--- config.mk ---
export PLATFORM = sky130hd
export DESIGN_NAME = reset_distribution_sequencer
export DESIGN_NICKNAME = d
export VERILOG_FILES = /design/src/core/rst_seq_pkg.sv /design/src/core/rst_line_if.sv /design/src/core/reset_distribution_sequencer.sv /design/src/core/reset_line_stretcher.sv
export SDC_FILE = /design/constraint.sdc
export NUM_CORES = 1
export LEC_CHECK = 0
export BUFFER_PORTS_ARGS = -buffer_cell sky130_fd_sc_hd__clkbuf_2
export CAP_MARGIN = 20
export CORE_MARGIN = 1
export CORE_UTILIZATION = 57
export DETAILED_ROUTE_END_ITERATION = 8
export GPL_ROUTABILITY_DRIVEN = 1
export PLACE_DENSITY = 0.86
export SYNTH_ARGS = -nofsm -noshare
export SYNTH_HDL_FRONTEND = slang
export SYNTH_SLANG_ARGS = --single-unit
--- constraint.sdc ---
create_clock -name MCLK -period 2.5 [get_ports MCLK]
set_clock_uncertainty 0.15 [all_clocks]
set_input_delay 0 -clock MCLK [delete_from_list [all_inputs] [get_ports MCLK]]
set_output_delay 0 -clock MCLK [all_outputs]
set_load 0.02 [all_outputs]
--- src/core/rst_seq_pkg.sv ---
// Constants, types and state codes for the reset distribution sequencer.
// Assumes one 40 MHz system clock; all widths and offsets live here.
package rst_seq_pkg;

   // Cause vector layout
   localparam int CAUSE_W     = 10;
   localparam int C_POWER_ON  = 0;
   localparam int C_LOW_VOLT  = 1;
   localparam int C_DEEP_STBY = 2;
   localparam int C_EXT_PIN   = 3;
   localparam int C_SOFT_WDG  = 4;
   localparam int C_HARD_WDG  = 5;
   localparam int C_CLK_FAIL  = 6;
   localparam int C_BAD_FREQ  = 7;
   localparam int C_SW_REQ    = 8;
   localparam int C_DBG_PIN   = 9;

   typedef logic [CAUSE_W-1:0] cause_vec_t;

   // Which causes drive which line
   localparam cause_vec_t POR_MASK    = 10'h007;
   localparam cause_vec_t SYS_MASK    = 10'h1FF;
   localparam cause_vec_t DBG_MASK    = 10'h207;
   localparam cause_vec_t MODE_MASK   = 10'h00B;
   localparam cause_vec_t CAUSE_RESET = 10'h000;

   // Synchronised pin vector layout
   localparam int PIN_W      = 6;
   localparam int P_POWER_ON = 0;
   localparam int P_LOW_VOLT = 1;
   localparam int P_EXT_N    = 2;
   localparam int P_DBG_N    = 3;
   localparam int P_MODE0    = 4;
   localparam int P_MODE1    = 5;
   localparam logic [PIN_W-1:0] PIN_RESET = 6'h0C;

   // Operating mode and reset levels
   localparam int MODE_W = 2;
   localparam logic [MODE_W-1:0] MODE_RESET = 2'h0;
   localparam logic MODE_TRIG_RESET = 1'h1;
   localparam logic CORE_N_ASSERTED = 1'h0;
   localparam logic BUS_ASSERTED    = 1'h1;

   // Stretch after the last cause: oscillator settling, least time
   localparam int STRETCH_TIME_NS = 10000;
   localparam int CLK_PERIOD_PS   = 25000;
   localparam int STRETCH_CYCLES  =
      (STRETCH_TIME_NS * 1000 + CLK_PERIOD_PS - 1) / CLK_PERIOD_PS;

   // Per-line sequencing states
   typedef enum logic [1:0] {ST_RUN, ST_HOLD, ST_EXTEND} line_state_t;
   localparam line_state_t LINE_RESET_STATE = ST_HOLD;

endpackage

--- src/core/rst_line_if.sv ---
// Request and status between the distributor and one line stretcher.
// Assumes both ends sit on the same system clock.
`timescale 1ns/1ps
`default_nettype none
interface rst_line_if;
   logic req;
   logic active;
   logic done;

   modport ctl (output req, input active, input done);
   modport line (input req, output active, output done);
endinterface
`default_nettype wire

--- src/core/reset_distribution_sequencer.sv ---
// Gathers reset causes and drives the core and bus reset lines.
// Assumes same-clock causes from clocked logic; supply causes, pins
// and mode pins arrive asynchronously.
`timescale 1ns/1ps
`default_nettype none
module reset_distribution_sequencer #(
   parameter int STRETCH_CYCLES = rst_seq_pkg::STRETCH_CYCLES
) (
   // Clock and block reset
   input  wire logic MCLK,
   input  wire logic SYS_RST,
   // Supply causes, asynchronous
   input  wire logic POWER_ON_CAUSE,
   input  wire logic LOW_VOLTAGE_CAUSE,
   // Device pins, asynchronous
   input  wire logic EXTERNAL_RESET_PIN_N,
   input  wire logic DEBUG_RESET_PIN_N,
   input  wire logic MODE_SELECT_PIN_0,
   input  wire logic MODE_SELECT_PIN_1,
   // Causes from same-clock logic
   input  wire logic DEEP_STANDBY_ENTRY_CAUSE,
   input  wire logic SOFT_WATCHDOG_CAUSE,
   input  wire logic HARD_WATCHDOG_CAUSE,
   input  wire logic CLOCK_FAILURE_CAUSE,
   input  wire logic BAD_FREQUENCY_CAUSE,
   input  wire logic SOFTWARE_REQUEST_CAUSE,
   // Soft bus reset controls, same clock
   input  wire logic PERIPH_BUS1_SOFT_RESET_CTL,
   input  wire logic PERIPH_BUS2_SOFT_RESET_CTL,
   // Core reset lines, active low
   output logic      CORE_POWER_ON_RESET_N,
   output logic      CORE_SYSTEM_RESET_N,
   output logic      CORE_DEBUG_RESET_N,
   // Bus reset lines, active high
   output logic      HIGH_SPEED_BUS_RESET,
   output logic      PERIPH_BUS0_RESET,
   output logic      PERIPH_BUS1_RESET,
   output logic      PERIPH_BUS2_RESET,
   // Latched operating mode
   output logic [rst_seq_pkg::MODE_W-1:0] OPERATING_MODE
);
   import rst_seq_pkg::*;

   logic [PIN_W-1:0]  pin_raw;
   logic [PIN_W-1:0]  pin_s1_q;
   logic [PIN_W-1:0]  pin_s2_q;
   logic [PIN_W-1:0]  pin_s3_q;
   logic [PIN_W-1:0]  pin_f_q;
   logic [MODE_W-1:0] mode_pins;
   cause_vec_t        cause_now;
   cause_vec_t        cause_any;
   cause_vec_t        issued;
   cause_vec_t        cap_q;
   cause_vec_t        cap_d;
   logic              mode_trig_q;
   logic              mode_trig_d;
   logic              hard_async;
   logic              por_on;
   logic              sys_on;
   logic              dbg_on;

   rst_line_if por_l ();
   rst_line_if sys_l ();
   rst_line_if dbg_l ();

   // Supply faults bypass the clock; the clock may not be running yet
   assign hard_async = POWER_ON_CAUSE | LOW_VOLTAGE_CAUSE;

   assign pin_raw = {MODE_SELECT_PIN_1, MODE_SELECT_PIN_0,
                     DEBUG_RESET_PIN_N, EXTERNAL_RESET_PIN_N,
                     LOW_VOLTAGE_CAUSE, POWER_ON_CAUSE};

   // Three-stage synchroniser for every asynchronous input
   always_ff @(posedge MCLK) begin
      if (SYS_RST) begin
         pin_s1_q <= PIN_RESET;
         pin_s2_q <= PIN_RESET;
         pin_s3_q <= PIN_RESET;
      end else begin
         pin_s1_q <= pin_raw;
         pin_s2_q <= pin_s1_q;
         pin_s3_q <= pin_s2_q;
      end
   end

   // A change counts only once stages two and three agree
   always_ff @(posedge MCLK) begin
      if (SYS_RST) pin_f_q <= PIN_RESET;
      else pin_f_q <= (pin_s2_q & pin_s3_q) | (pin_f_q & (pin_s2_q | pin_s3_q));
   end

   assign mode_pins = {pin_f_q[P_MODE1], pin_f_q[P_MODE0]};

   // Present causes, one bit each, all active high
   always_comb begin
      cause_now              = CAUSE_RESET;
      cause_now[C_POWER_ON]  = pin_f_q[P_POWER_ON];
      cause_now[C_LOW_VOLT]  = pin_f_q[P_LOW_VOLT];
      cause_now[C_DEEP_STBY] = DEEP_STANDBY_ENTRY_CAUSE;
      cause_now[C_EXT_PIN]   = !pin_f_q[P_EXT_N];
      cause_now[C_SOFT_WDG]  = SOFT_WATCHDOG_CAUSE;
      cause_now[C_HARD_WDG]  = HARD_WATCHDOG_CAUSE;
      cause_now[C_CLK_FAIL]  = CLOCK_FAILURE_CAUSE;
      cause_now[C_BAD_FREQ]  = BAD_FREQUENCY_CAUSE;
      cause_now[C_SW_REQ]    = SOFTWARE_REQUEST_CAUSE;
      cause_now[C_DBG_PIN]   = !pin_f_q[P_DBG_N];
   end

   // Which causes have already reached an asserted line
   always_comb begin
      issued            = {CAUSE_W{sys_l.active}};
      issued[C_DBG_PIN] = dbg_l.active;
   end

   // Capture: a bit drops only once issued and gone; a new event wins
   always_comb begin
      cap_d = (cap_q & ~(issued & ~cause_now)) | cause_now;
   end

   always_ff @(posedge MCLK) begin
      if (SYS_RST) cap_q <= CAUSE_RESET;
      else cap_q <= cap_d;
   end

   assign cause_any = cause_now | cap_q;

   // Each line sees only its own set of causes
   assign por_l.req = |(cause_any & POR_MASK);
   assign sys_l.req = |(cause_any & SYS_MASK);
   assign dbg_l.req = |(cause_any & DBG_MASK);

   // Hold and stretch per core line
   reset_line_stretcher #(
      .STRETCH_CYCLES (STRETCH_CYCLES)
   ) u_por_line (
      .clk (MCLK),
      .rst (SYS_RST),
      .lnk (por_l)
   );

   reset_line_stretcher #(
      .STRETCH_CYCLES (STRETCH_CYCLES)
   ) u_sys_line (
      .clk (MCLK),
      .rst (SYS_RST),
      .lnk (sys_l)
   );

   reset_line_stretcher #(
      .STRETCH_CYCLES (STRETCH_CYCLES)
   ) u_dbg_line (
      .clk (MCLK),
      .rst (SYS_RST),
      .lnk (dbg_l)
   );

   // A request asserts at once; release waits for the stretch
   assign por_on = por_l.req || por_l.active;
   assign sys_on = sys_l.req || sys_l.active;
   assign dbg_on = dbg_l.req || dbg_l.active;

   // Core lines: async assert on supply faults, clocked release
   always_ff @(posedge MCLK or posedge hard_async) begin
      if (hard_async) begin
         CORE_POWER_ON_RESET_N <= CORE_N_ASSERTED;
         CORE_SYSTEM_RESET_N   <= CORE_N_ASSERTED;
         CORE_DEBUG_RESET_N    <= CORE_N_ASSERTED;
      end else if (SYS_RST) begin
         CORE_POWER_ON_RESET_N <= CORE_N_ASSERTED;
         CORE_SYSTEM_RESET_N   <= CORE_N_ASSERTED;
         CORE_DEBUG_RESET_N    <= CORE_N_ASSERTED;
      end else begin
         CORE_POWER_ON_RESET_N <= !por_on;
         CORE_SYSTEM_RESET_N   <= !sys_on;
         CORE_DEBUG_RESET_N    <= !dbg_on;
      end
   end

   // Bus lines: same timing as the system line, active high
   always_ff @(posedge MCLK or posedge hard_async) begin
      if (hard_async) begin
         HIGH_SPEED_BUS_RESET <= BUS_ASSERTED;
         PERIPH_BUS0_RESET    <= BUS_ASSERTED;
         PERIPH_BUS1_RESET    <= BUS_ASSERTED;
         PERIPH_BUS2_RESET    <= BUS_ASSERTED;
      end else if (SYS_RST) begin
         HIGH_SPEED_BUS_RESET <= BUS_ASSERTED;
         PERIPH_BUS0_RESET    <= BUS_ASSERTED;
         PERIPH_BUS1_RESET    <= BUS_ASSERTED;
         PERIPH_BUS2_RESET    <= BUS_ASSERTED;
      end else begin
         HIGH_SPEED_BUS_RESET <= sys_on;
         PERIPH_BUS0_RESET    <= sys_on;
         // Soft controls act alone and are not stretched
         PERIPH_BUS1_RESET    <= sys_on || PERIPH_BUS1_SOFT_RESET_CTL;
         PERIPH_BUS2_RESET    <= sys_on || PERIPH_BUS2_SOFT_RESET_CTL;
      end
   end

   // Remember whether this reset must re-read the mode pins
   always_comb begin
      mode_trig_d = (mode_trig_q && !sys_l.done) || (|(cause_any & MODE_MASK));
   end

   // Block reset counts as power-up, so the first release samples
   always_ff @(posedge MCLK) begin
      if (SYS_RST) mode_trig_q <= MODE_TRIG_RESET;
      else mode_trig_q <= mode_trig_d;
   end

   // Mode latched on the release edge of the system line
   always_ff @(posedge MCLK) begin
      if (SYS_RST) OPERATING_MODE <= MODE_RESET;
      else if (sys_l.done && mode_trig_q) OPERATING_MODE <= mode_pins;
   end
endmodule
`default_nettype wire

--- src/core/reset_line_stretcher.sv ---
// One reset line's hold and stretch sequence.
// Assumes a synchronous active-high reset and a same-clock request.
`timescale 1ns/1ps
`default_nettype none
module reset_line_stretcher #(
   parameter int STRETCH_CYCLES = rst_seq_pkg::STRETCH_CYCLES
) (
   // Clock and reset
   input wire logic clk,
   input wire logic rst,
   // Link to the distributor
   rst_line_if.line lnk
);
   import rst_seq_pkg::*;

   localparam int CW = (STRETCH_CYCLES > 1) ? $clog2(STRETCH_CYCLES) : 1;
   localparam logic [CW-1:0] LAST = CW'(STRETCH_CYCLES - 1);

   line_state_t     state_q;
   line_state_t     state_d;
   logic [CW-1:0]   cnt_q;
   logic            done_q;

   // A returning request during the stretch restarts the hold
   always_comb begin
      state_d = state_q;
      case (state_q)
         ST_RUN: begin
            if (lnk.req) state_d = ST_HOLD;
         end
         ST_HOLD: begin
            if (!lnk.req) state_d = ST_EXTEND;
         end
         ST_EXTEND: begin
            if (lnk.req) state_d = ST_HOLD;
            else if (cnt_q == LAST) state_d = ST_RUN;
         end
         default: state_d = ST_HOLD;
      endcase
   end

   // Sequence state; reset leaves the line held so it stretches out
   always_ff @(posedge clk) begin
      if (rst) state_q <= LINE_RESET_STATE;
      else state_q <= state_d;
   end

   // Stretch counter, only runs while extending
   always_ff @(posedge clk) begin
      if (rst || state_q != ST_EXTEND) cnt_q <= '0;
      else cnt_q <= cnt_q + 1'h1;
   end

   // One-cycle release marker
   always_ff @(posedge clk) begin
      if (rst) done_q <= 1'h0;
      else done_q <= (state_q == ST_EXTEND) && (state_d == ST_RUN);
   end

   assign lnk.active = (state_q != ST_RUN);
   assign lnk.done   = done_q;
endmodule
`default_nettype wire

; Word-level counts from Yosys, hierarchy flattened
; Cells that the tools add are included.
; W data, S select, Z words.
[totals]
word_cells = 104
out_inout_bits = 9
rom_bits = 0
reg_bits = 77
latchBits = 0
ramBits = 0
mem_count = 0
[classes]
addsub = 3
n_reduce_logical = 31
n_mul = 0
n_lt_le_gt_ge = 0
muxes = 21
shifts = 0
n_bitwise = 11
eq_ne = 18
div = 0
[ops]
columns = cell, n
row1 = $add A9 B1 Y9 const B, 3
row2 = $eq A9 B9 Y1 const B, 3
row3 = $mux W2, 12
row4 = $and A10 B10 Y10, 2
row5 = $not A10 Y10, 2
row6 = $or A10 B10 Y10, 2
row7 = $pmux W2 S3, 3
row8 = $ne A2 B2 Y1 const B, 7
row9 = $and A6 B6 Y6, 2
row10 = $or A6 B6 Y6, 2
row11 = $logic_or A1 B1 Y1, 9
row12 = $reduce_or A9 Y1, 1
row13 = $logic_not A2 Y1, 4
row14 = $eq A2 B1 Y1 const B, 3
row15 = $eq A2 B2 Y1 const B, 3
row16 = $logic_not A1 Y1, 6
row17 = $mux W1, 6
row18 = $ne A3 B2 Y1 const B, 2
row19 = $reduce_and A3 Y1, 2
row20 = $reduce_bool A2 Y1, 3
row21 = $reduce_or A3 Y1, 2
row22 = $reduce_or A4 Y1, 1
row23 = $logic_and A1 B1 Y1, 3
row24 = $or A1 B1 Y1, 1

; Logic depth before layout (Yosys ltp)
[depth]
word_depth = 7
depth_mapped = 5
depth_no_buf = 4

; Hierarchy
; A second synthesis with hierarchy kept.
[hier_totals]
hier_cells = 288
hier_area_um2 = 2837.7
[by_module_without_submodules]
columns = mod, seq_area_each_um2, instances, cells_each, area_each_um2
row1 = reset_line_stretcher, 240.2, 3, 51, 476.7
row2 = reset_distribution_sequencer, 894.6, 1, 135, 1407.6

; Worst setup path after synthesis
; No wires, ideal clock.
[synth_path]
path_type = flip-flop to flip-flop
start = register cap_q[0]
end = register u_dbg_line.state_q[0]
period_less_slack_ns = 1.826
stages_incl_launch_ff = 4
required_ns = 2.230
slack_ns = 0.674
arrival_time_ns = 1.556
path_cell_list = dfxtp_1 -> or4_4 -> or4_4 -> a211o_1
[synth_between]
elab_chain_cells = 4
elab_cells_between_ends = 8
[synth_rtl]
columns = element, line
row1 = "start, declared", reset_distribution_sequencer.sv:53  ; cause_vec_t cap_q;
row2 = "start signal, assigned", reset_distribution_sequencer.sv:122  ; else cap_q <= cap_d;
row3 = $or A10 B10 Y10 (*), reset_distribution_sequencer.sv:125  ; assign cause_any = cause_now | cap_q;
row4 = $reduce_or A4 Y1 (*), reset_distribution_sequencer.sv:130  ; assign dbg_l.req = |(cause_any & DBG_MASK);
row5 = "$ne A3 B2 Y1 (no line), or another cell as far along", n/a
row6 = $reduce_and A3 Y1 (no line) / $pmux W2 S3 (equally long branches), n/a
row7 = "end signal, assigned", reset_line_stretcher.sv:45  ; else state_q <= state_d;
row8 = "end, declared", reset_line_stretcher.sv:19  ; line_state_t state_q;
; Mark *: on every way between the ends. The rest lies on a longest branch, timed or not.
; A chain may end at the register's enable or synchronous reset.

; Worst setup path in the final report
[layout_path]
start = register cap_q[0]
end = register PERIPH_BUS1_RESET
[layout_between]
elab_chain_cells = 5
[layout_rtl]
columns = element, line
row1 = $or A10 B10 Y10, reset_distribution_sequencer.sv:125
row2 = $reduce_or A9 Y1, reset_distribution_sequencer.sv:129  ; assign sys_l.req = |(cause_any & SYS_MASK);
row3 = $logic_or A1 B1 Y1, reset_distribution_sequencer.sv:159  ; assign sys_on = sys_l.req || sys_l.active;
row4 = $logic_or A1 B1 Y1, reset_distribution_sequencer.sv:195  ; PERIPH_BUS1_RESET <= sys_on || PERIPH_BUS1_SOFT_RESET_CTL;
row5 = $mux W1, reset_distribution_sequencer.sv:186  ; end else if (SYS_RST) begin
row6 = "end signal, assigned", reset_distribution_sequencer.sv:195
row7 = "end, declared", reset_distribution_sequencer.sv:37  ; output logic PERIPH_BUS1_RESET,
; Every way passes these cells.

==> impl_results.md <==
* Status: completed
* Worst-path fanout max at 7
* Gr ovfl total at 0
* Synthesis warning total at 0
* Setup Crit Path Kind: reg -> reg
* DRT Pass-1 Iters at 4
* Worst reg2reg setup slack at 0.16 ns
* Final Non-Filler Cells at 399
* Post-synth EDFFs at 0
* Slew Viols, Final at 0
* First-pass GRT wire length at 8120 µm
* RSZ-0062 raised after global routing: false
* Initial antenna violation count at 0
* Vias in the first global route at 1923
* Drc violations at 0
* Mean routed wirelength per cell at 12.0 µm
* Area growth from synthesis to layout at 18.4%
* DP HPWL at 3190 µm
* Worst setup margin at 0.162 ns
* Worst min-delay path category: in -> reg
* Slew headroom at 43.8%
* Crit path arrival time at 2.46 ns
* Max stage delay on crit path at 0.62 ns
* Syn_area_per_cell at 9.77 µm²
* Layout Nets at 347
* Std cell rows at 25
* DP Area at 2950 µm²
* Simple-gate share of the synthesized area at 26.2%
* Initial DRC count at 78
* Syn nets at 304
* IO buf count at 24
* Clock Tree Buf Depth at 2
* Total GRT Usage at 20.8%
* Compound-Gate Fraction of Synth Area at 10.3%
* Mux contribution to synthesized area at 0%
* Async SR Flop Fraction at 7.79%
* Die span in y at 71.9 µm
* Endpoints failing hold at 0
* Post-synth top flop: dfxtp_1
* CP Cell Sequence: or4_4 -> nor4_2 -> nand4b_1 -> dlygate4sd3_1
* FMAX at 0.428 GHz
* Final setup TNS at 0 ns
* Max VDD drop at 0.474 mV
* Root Buffer: clkbuf_8
* Resize count post-CTS at 0
* WP buf/inv at 1
* Largest net degree at the start of global routing at 33
* Clk slew on worst S/H paths at 0.07 ns
* Syn Std Cell Area at 2780 µm²
* Startpoint types: flip-flop
* Clock sink count at 77
* Chip width at 71.9 µm
* Register area share after synthesis at 56.6%
* Final ANT Viol Nets at 0
* Number of cells on the worst hold path at 3
* Vias at 2096
* Cell area power density at 650 nW/µm²
* Full die area at 5170 µm²
* Drt total wl at 4810 µm
* FF-to-FF End: PERIPH_BUS1_RESET$_DFF_PP1_
* XOR/XNOR share of the synthesized area at 3.46%
* Clock latency on the worst-skew pair at 0.34 ns
* R2R cell count at 4
* Core area at 4720 µm²
* Worst Setup End Kind: flip-flop
* Final Cycle Share at 93.5%
* ANT cells at 0
* Top delay family on crit path: simple AND/OR/NAND/NOR gates
* Final Setup Violations at 0
* Largest family of logic cells by synthesized area: simple AND/OR/NAND/NOR gates
* Worst r2r src: cap_q[0]$_SDFF_PP0_
* Setup Buffers After CTS at 0
* Final RePlAce weighted congestion at 0.774
* Post-route design area at 3300 µm²
* Yosys cell types at 41
* Layout cell share with drive strength beyond 1 at 17.2%
* Hold Buf Count CTS at 18
* Cells after synthesis at 285
* Tmin final at 2.34 ns
* Max cap viols at 0
* Slowest-stage cell, CP: dlygate4sd3_1
* Leakage power at 1.20 nW
* Hold Worst Slack at 0.228 ns
* Placed insts at 366
* HP Start: EXTERNAL_RESET_PIN_N
* Via density per instance at 5.25
* Hold Path Sink: pin_s1_q[2]$_SDFF_PP1_
* CTS Buf Count at 9
* Seq cells post-synth at 77
* I/O Pins at 25
* Pre-CTS WS at 0.629 ns
* Critical Path RT at 2.62 ns
* Depth of the CTS H-tree at 3
* Worst-Margin Slew at 0.840 ns
* CTS tree: built
* Post-Synth Adder-Cell Area at 1.35%
* Initial Utilization at 58.9%
* Fill cell count at 372
through the flow:
stage / util, % / power (W)
after floorplan: - / 0.00133
after global placement: 62.4 / 0.00135
after detailed placement: 62.4 / 0.00135
after CTS: 69.8 / 0.00216
after global routing: 69.8 / 0.00222
final: 69.8 / 0.00214
worst reg2reg max path, stage by stage, from the launching register on:
cell and delay, ns:
dfxtp_1 0.31, or4_4 0.56, nor4_2 0.45, nand4b_1 0.18
dlygate4sd3_1 0.62
cells by family after synthesis:
logic type,Yosys count
buffers and inverters,14
and+or+nand+nor,129
adders and majority gates,3
DFF,77
xor gates and xnor gates,11
AOI/OAI and AO/OA,51
how the worst max path moves through the flow:
stage	startpoint	to	slack (ns)	depth (start not counted)
finish	cap_q[0]$_SDFF_PP0_	PERIPH_BUS1_RESET$_DFF_PP1_	0.16	4
global route	cap_q[0]$_SDFF_PP0_	PERIPH_BUS1_RESET$_DFF_PP1_	0.03	4
CTS	cap_q[0]$_SDFF_PP0_	PERIPH_BUS2_RESET$_DFF_PP1_	0.23	4
detailed placement	cap_q[0]$_SDFF_PP0_	u_dbg_line.state_q[0]$_SDFFE_PP1P_	0.63	3
global placement	cap_q[0]$_SDFF_PP0_	u_dbg_line.state_q[0]$_SDFFE_PP1P_	0.65	3
floorplan	cap_q[0]$_SDFF_PP0_	u_dbg_line.state_q[0]$_SDFFE_PP1P_	0.67	3
power by group:
part / switching (W) / internal [W] / leakage [nW]
Clock: 0.000417 / 0.000378 / 0.0812
Combinational: 0.0000354 / 0.0000462 / 0.469
Sequential: 0.0000141 / 0.00125 / 0.650
Total: 0.000467 / 0.00167 / 1.20
layout make-up:
class                           instances  area (µm²)  area share [%]
Inverter                                3        11.3           0.342
Timing Repair Buffer                   43         308            9.34
Sequential cell                        77        1580            47.8
Tap cell                               67        83.8            2.54
Clock buffer                           11         141            4.29
Multi-Input combinational cell        194        1150            34.9
Clock inverter                          4        25.0           0.759
flip-flops by register name, indices dropped and copies added (netlist names):
name	flops
CORE_DEBUG_RESET_N	1
pin_s2_q	6
mode_trig_q	1
u_sys_line.cnt_q	9
pin_s3_q	6
u_dbg_line.state_q	2
cap_q	10
u_dbg_line.cnt_q	9
PERIPH_BUS0_RESET	1
PERIPH_BUS2_RESET	1
OPERATING_MODE	2
PERIPH_BUS1_RESET	1
u_por_line.state_q	2
u_sys_line.lnk.done	1
u_sys_line.state_q	2
u_por_line.cnt_q	9
pin_s1_q	6
pin_f_q	6
CORE_SYSTEM_RESET_N	1
CORE_POWER_ON_RESET_N	1
cell usage after synthesis, drive strengths merged, types with 3 or more instances:
master	n	share of area [%]
nor4b	3	1.2
nor2b	13	2.9
nor2	27	3.6
ha	3	1.3
nand4	4	0.90
or2	6	1.3
nand2	18	2.4
and2	3	0.67
o21ai	12	2.2
xnor2	8	2.5
or3b	3	0.94
nand3	14	2.5
dfrtp	3	2.7
xor2	3	0.94
or4	6	1.9
nor3b	3	0.81
a21oi	28	5.0
inv	3	0.40
dfxtp	71	51
or3	8	1.8
clkbuf	8	1.1
nor4	5	1.3
dfstp	3	2.8
nor3	5	0.90
a31oi	3	0.67
and3	5	1.1
buf	3	0.58
routing by layer:
| layer | GRT usage (%) | routed length (µm) |
|---|---|---|
| met5 | 0 | 0 |
| met3 | 5.06 | 119 |
| met4 | 11.8 | 111 |
| met2 | 35.2 | 2340 |
| met1 | 24.2 | 2240 |
placed cells by master, fill, tap and decap left out, types with 3 or more instances in the layout:
cell type,count
o21ai_0,12
nor2b_1,13
or2_2,6
dlygate4sd3_1,18
dfstp_2,3
nor4_1,4
and2_1,3
nand3_1,14
nand2_1,18
nor2_1,27
clkbuf_2,24
xnor2_1,8
nor3_1,5
dfxtp_1,71
or4_1,4
inv_1,3
xor2_1,3
nand4_1,4
a31oi_1,3
clkbuf_8,10
a21oi_1,28
or3b_2,3
and3_1,5
ha_1,3
or3_1,8
dfrtp_1,3
nor3b_1,3
Note: power is estimated with default switching activity, not from simulation.
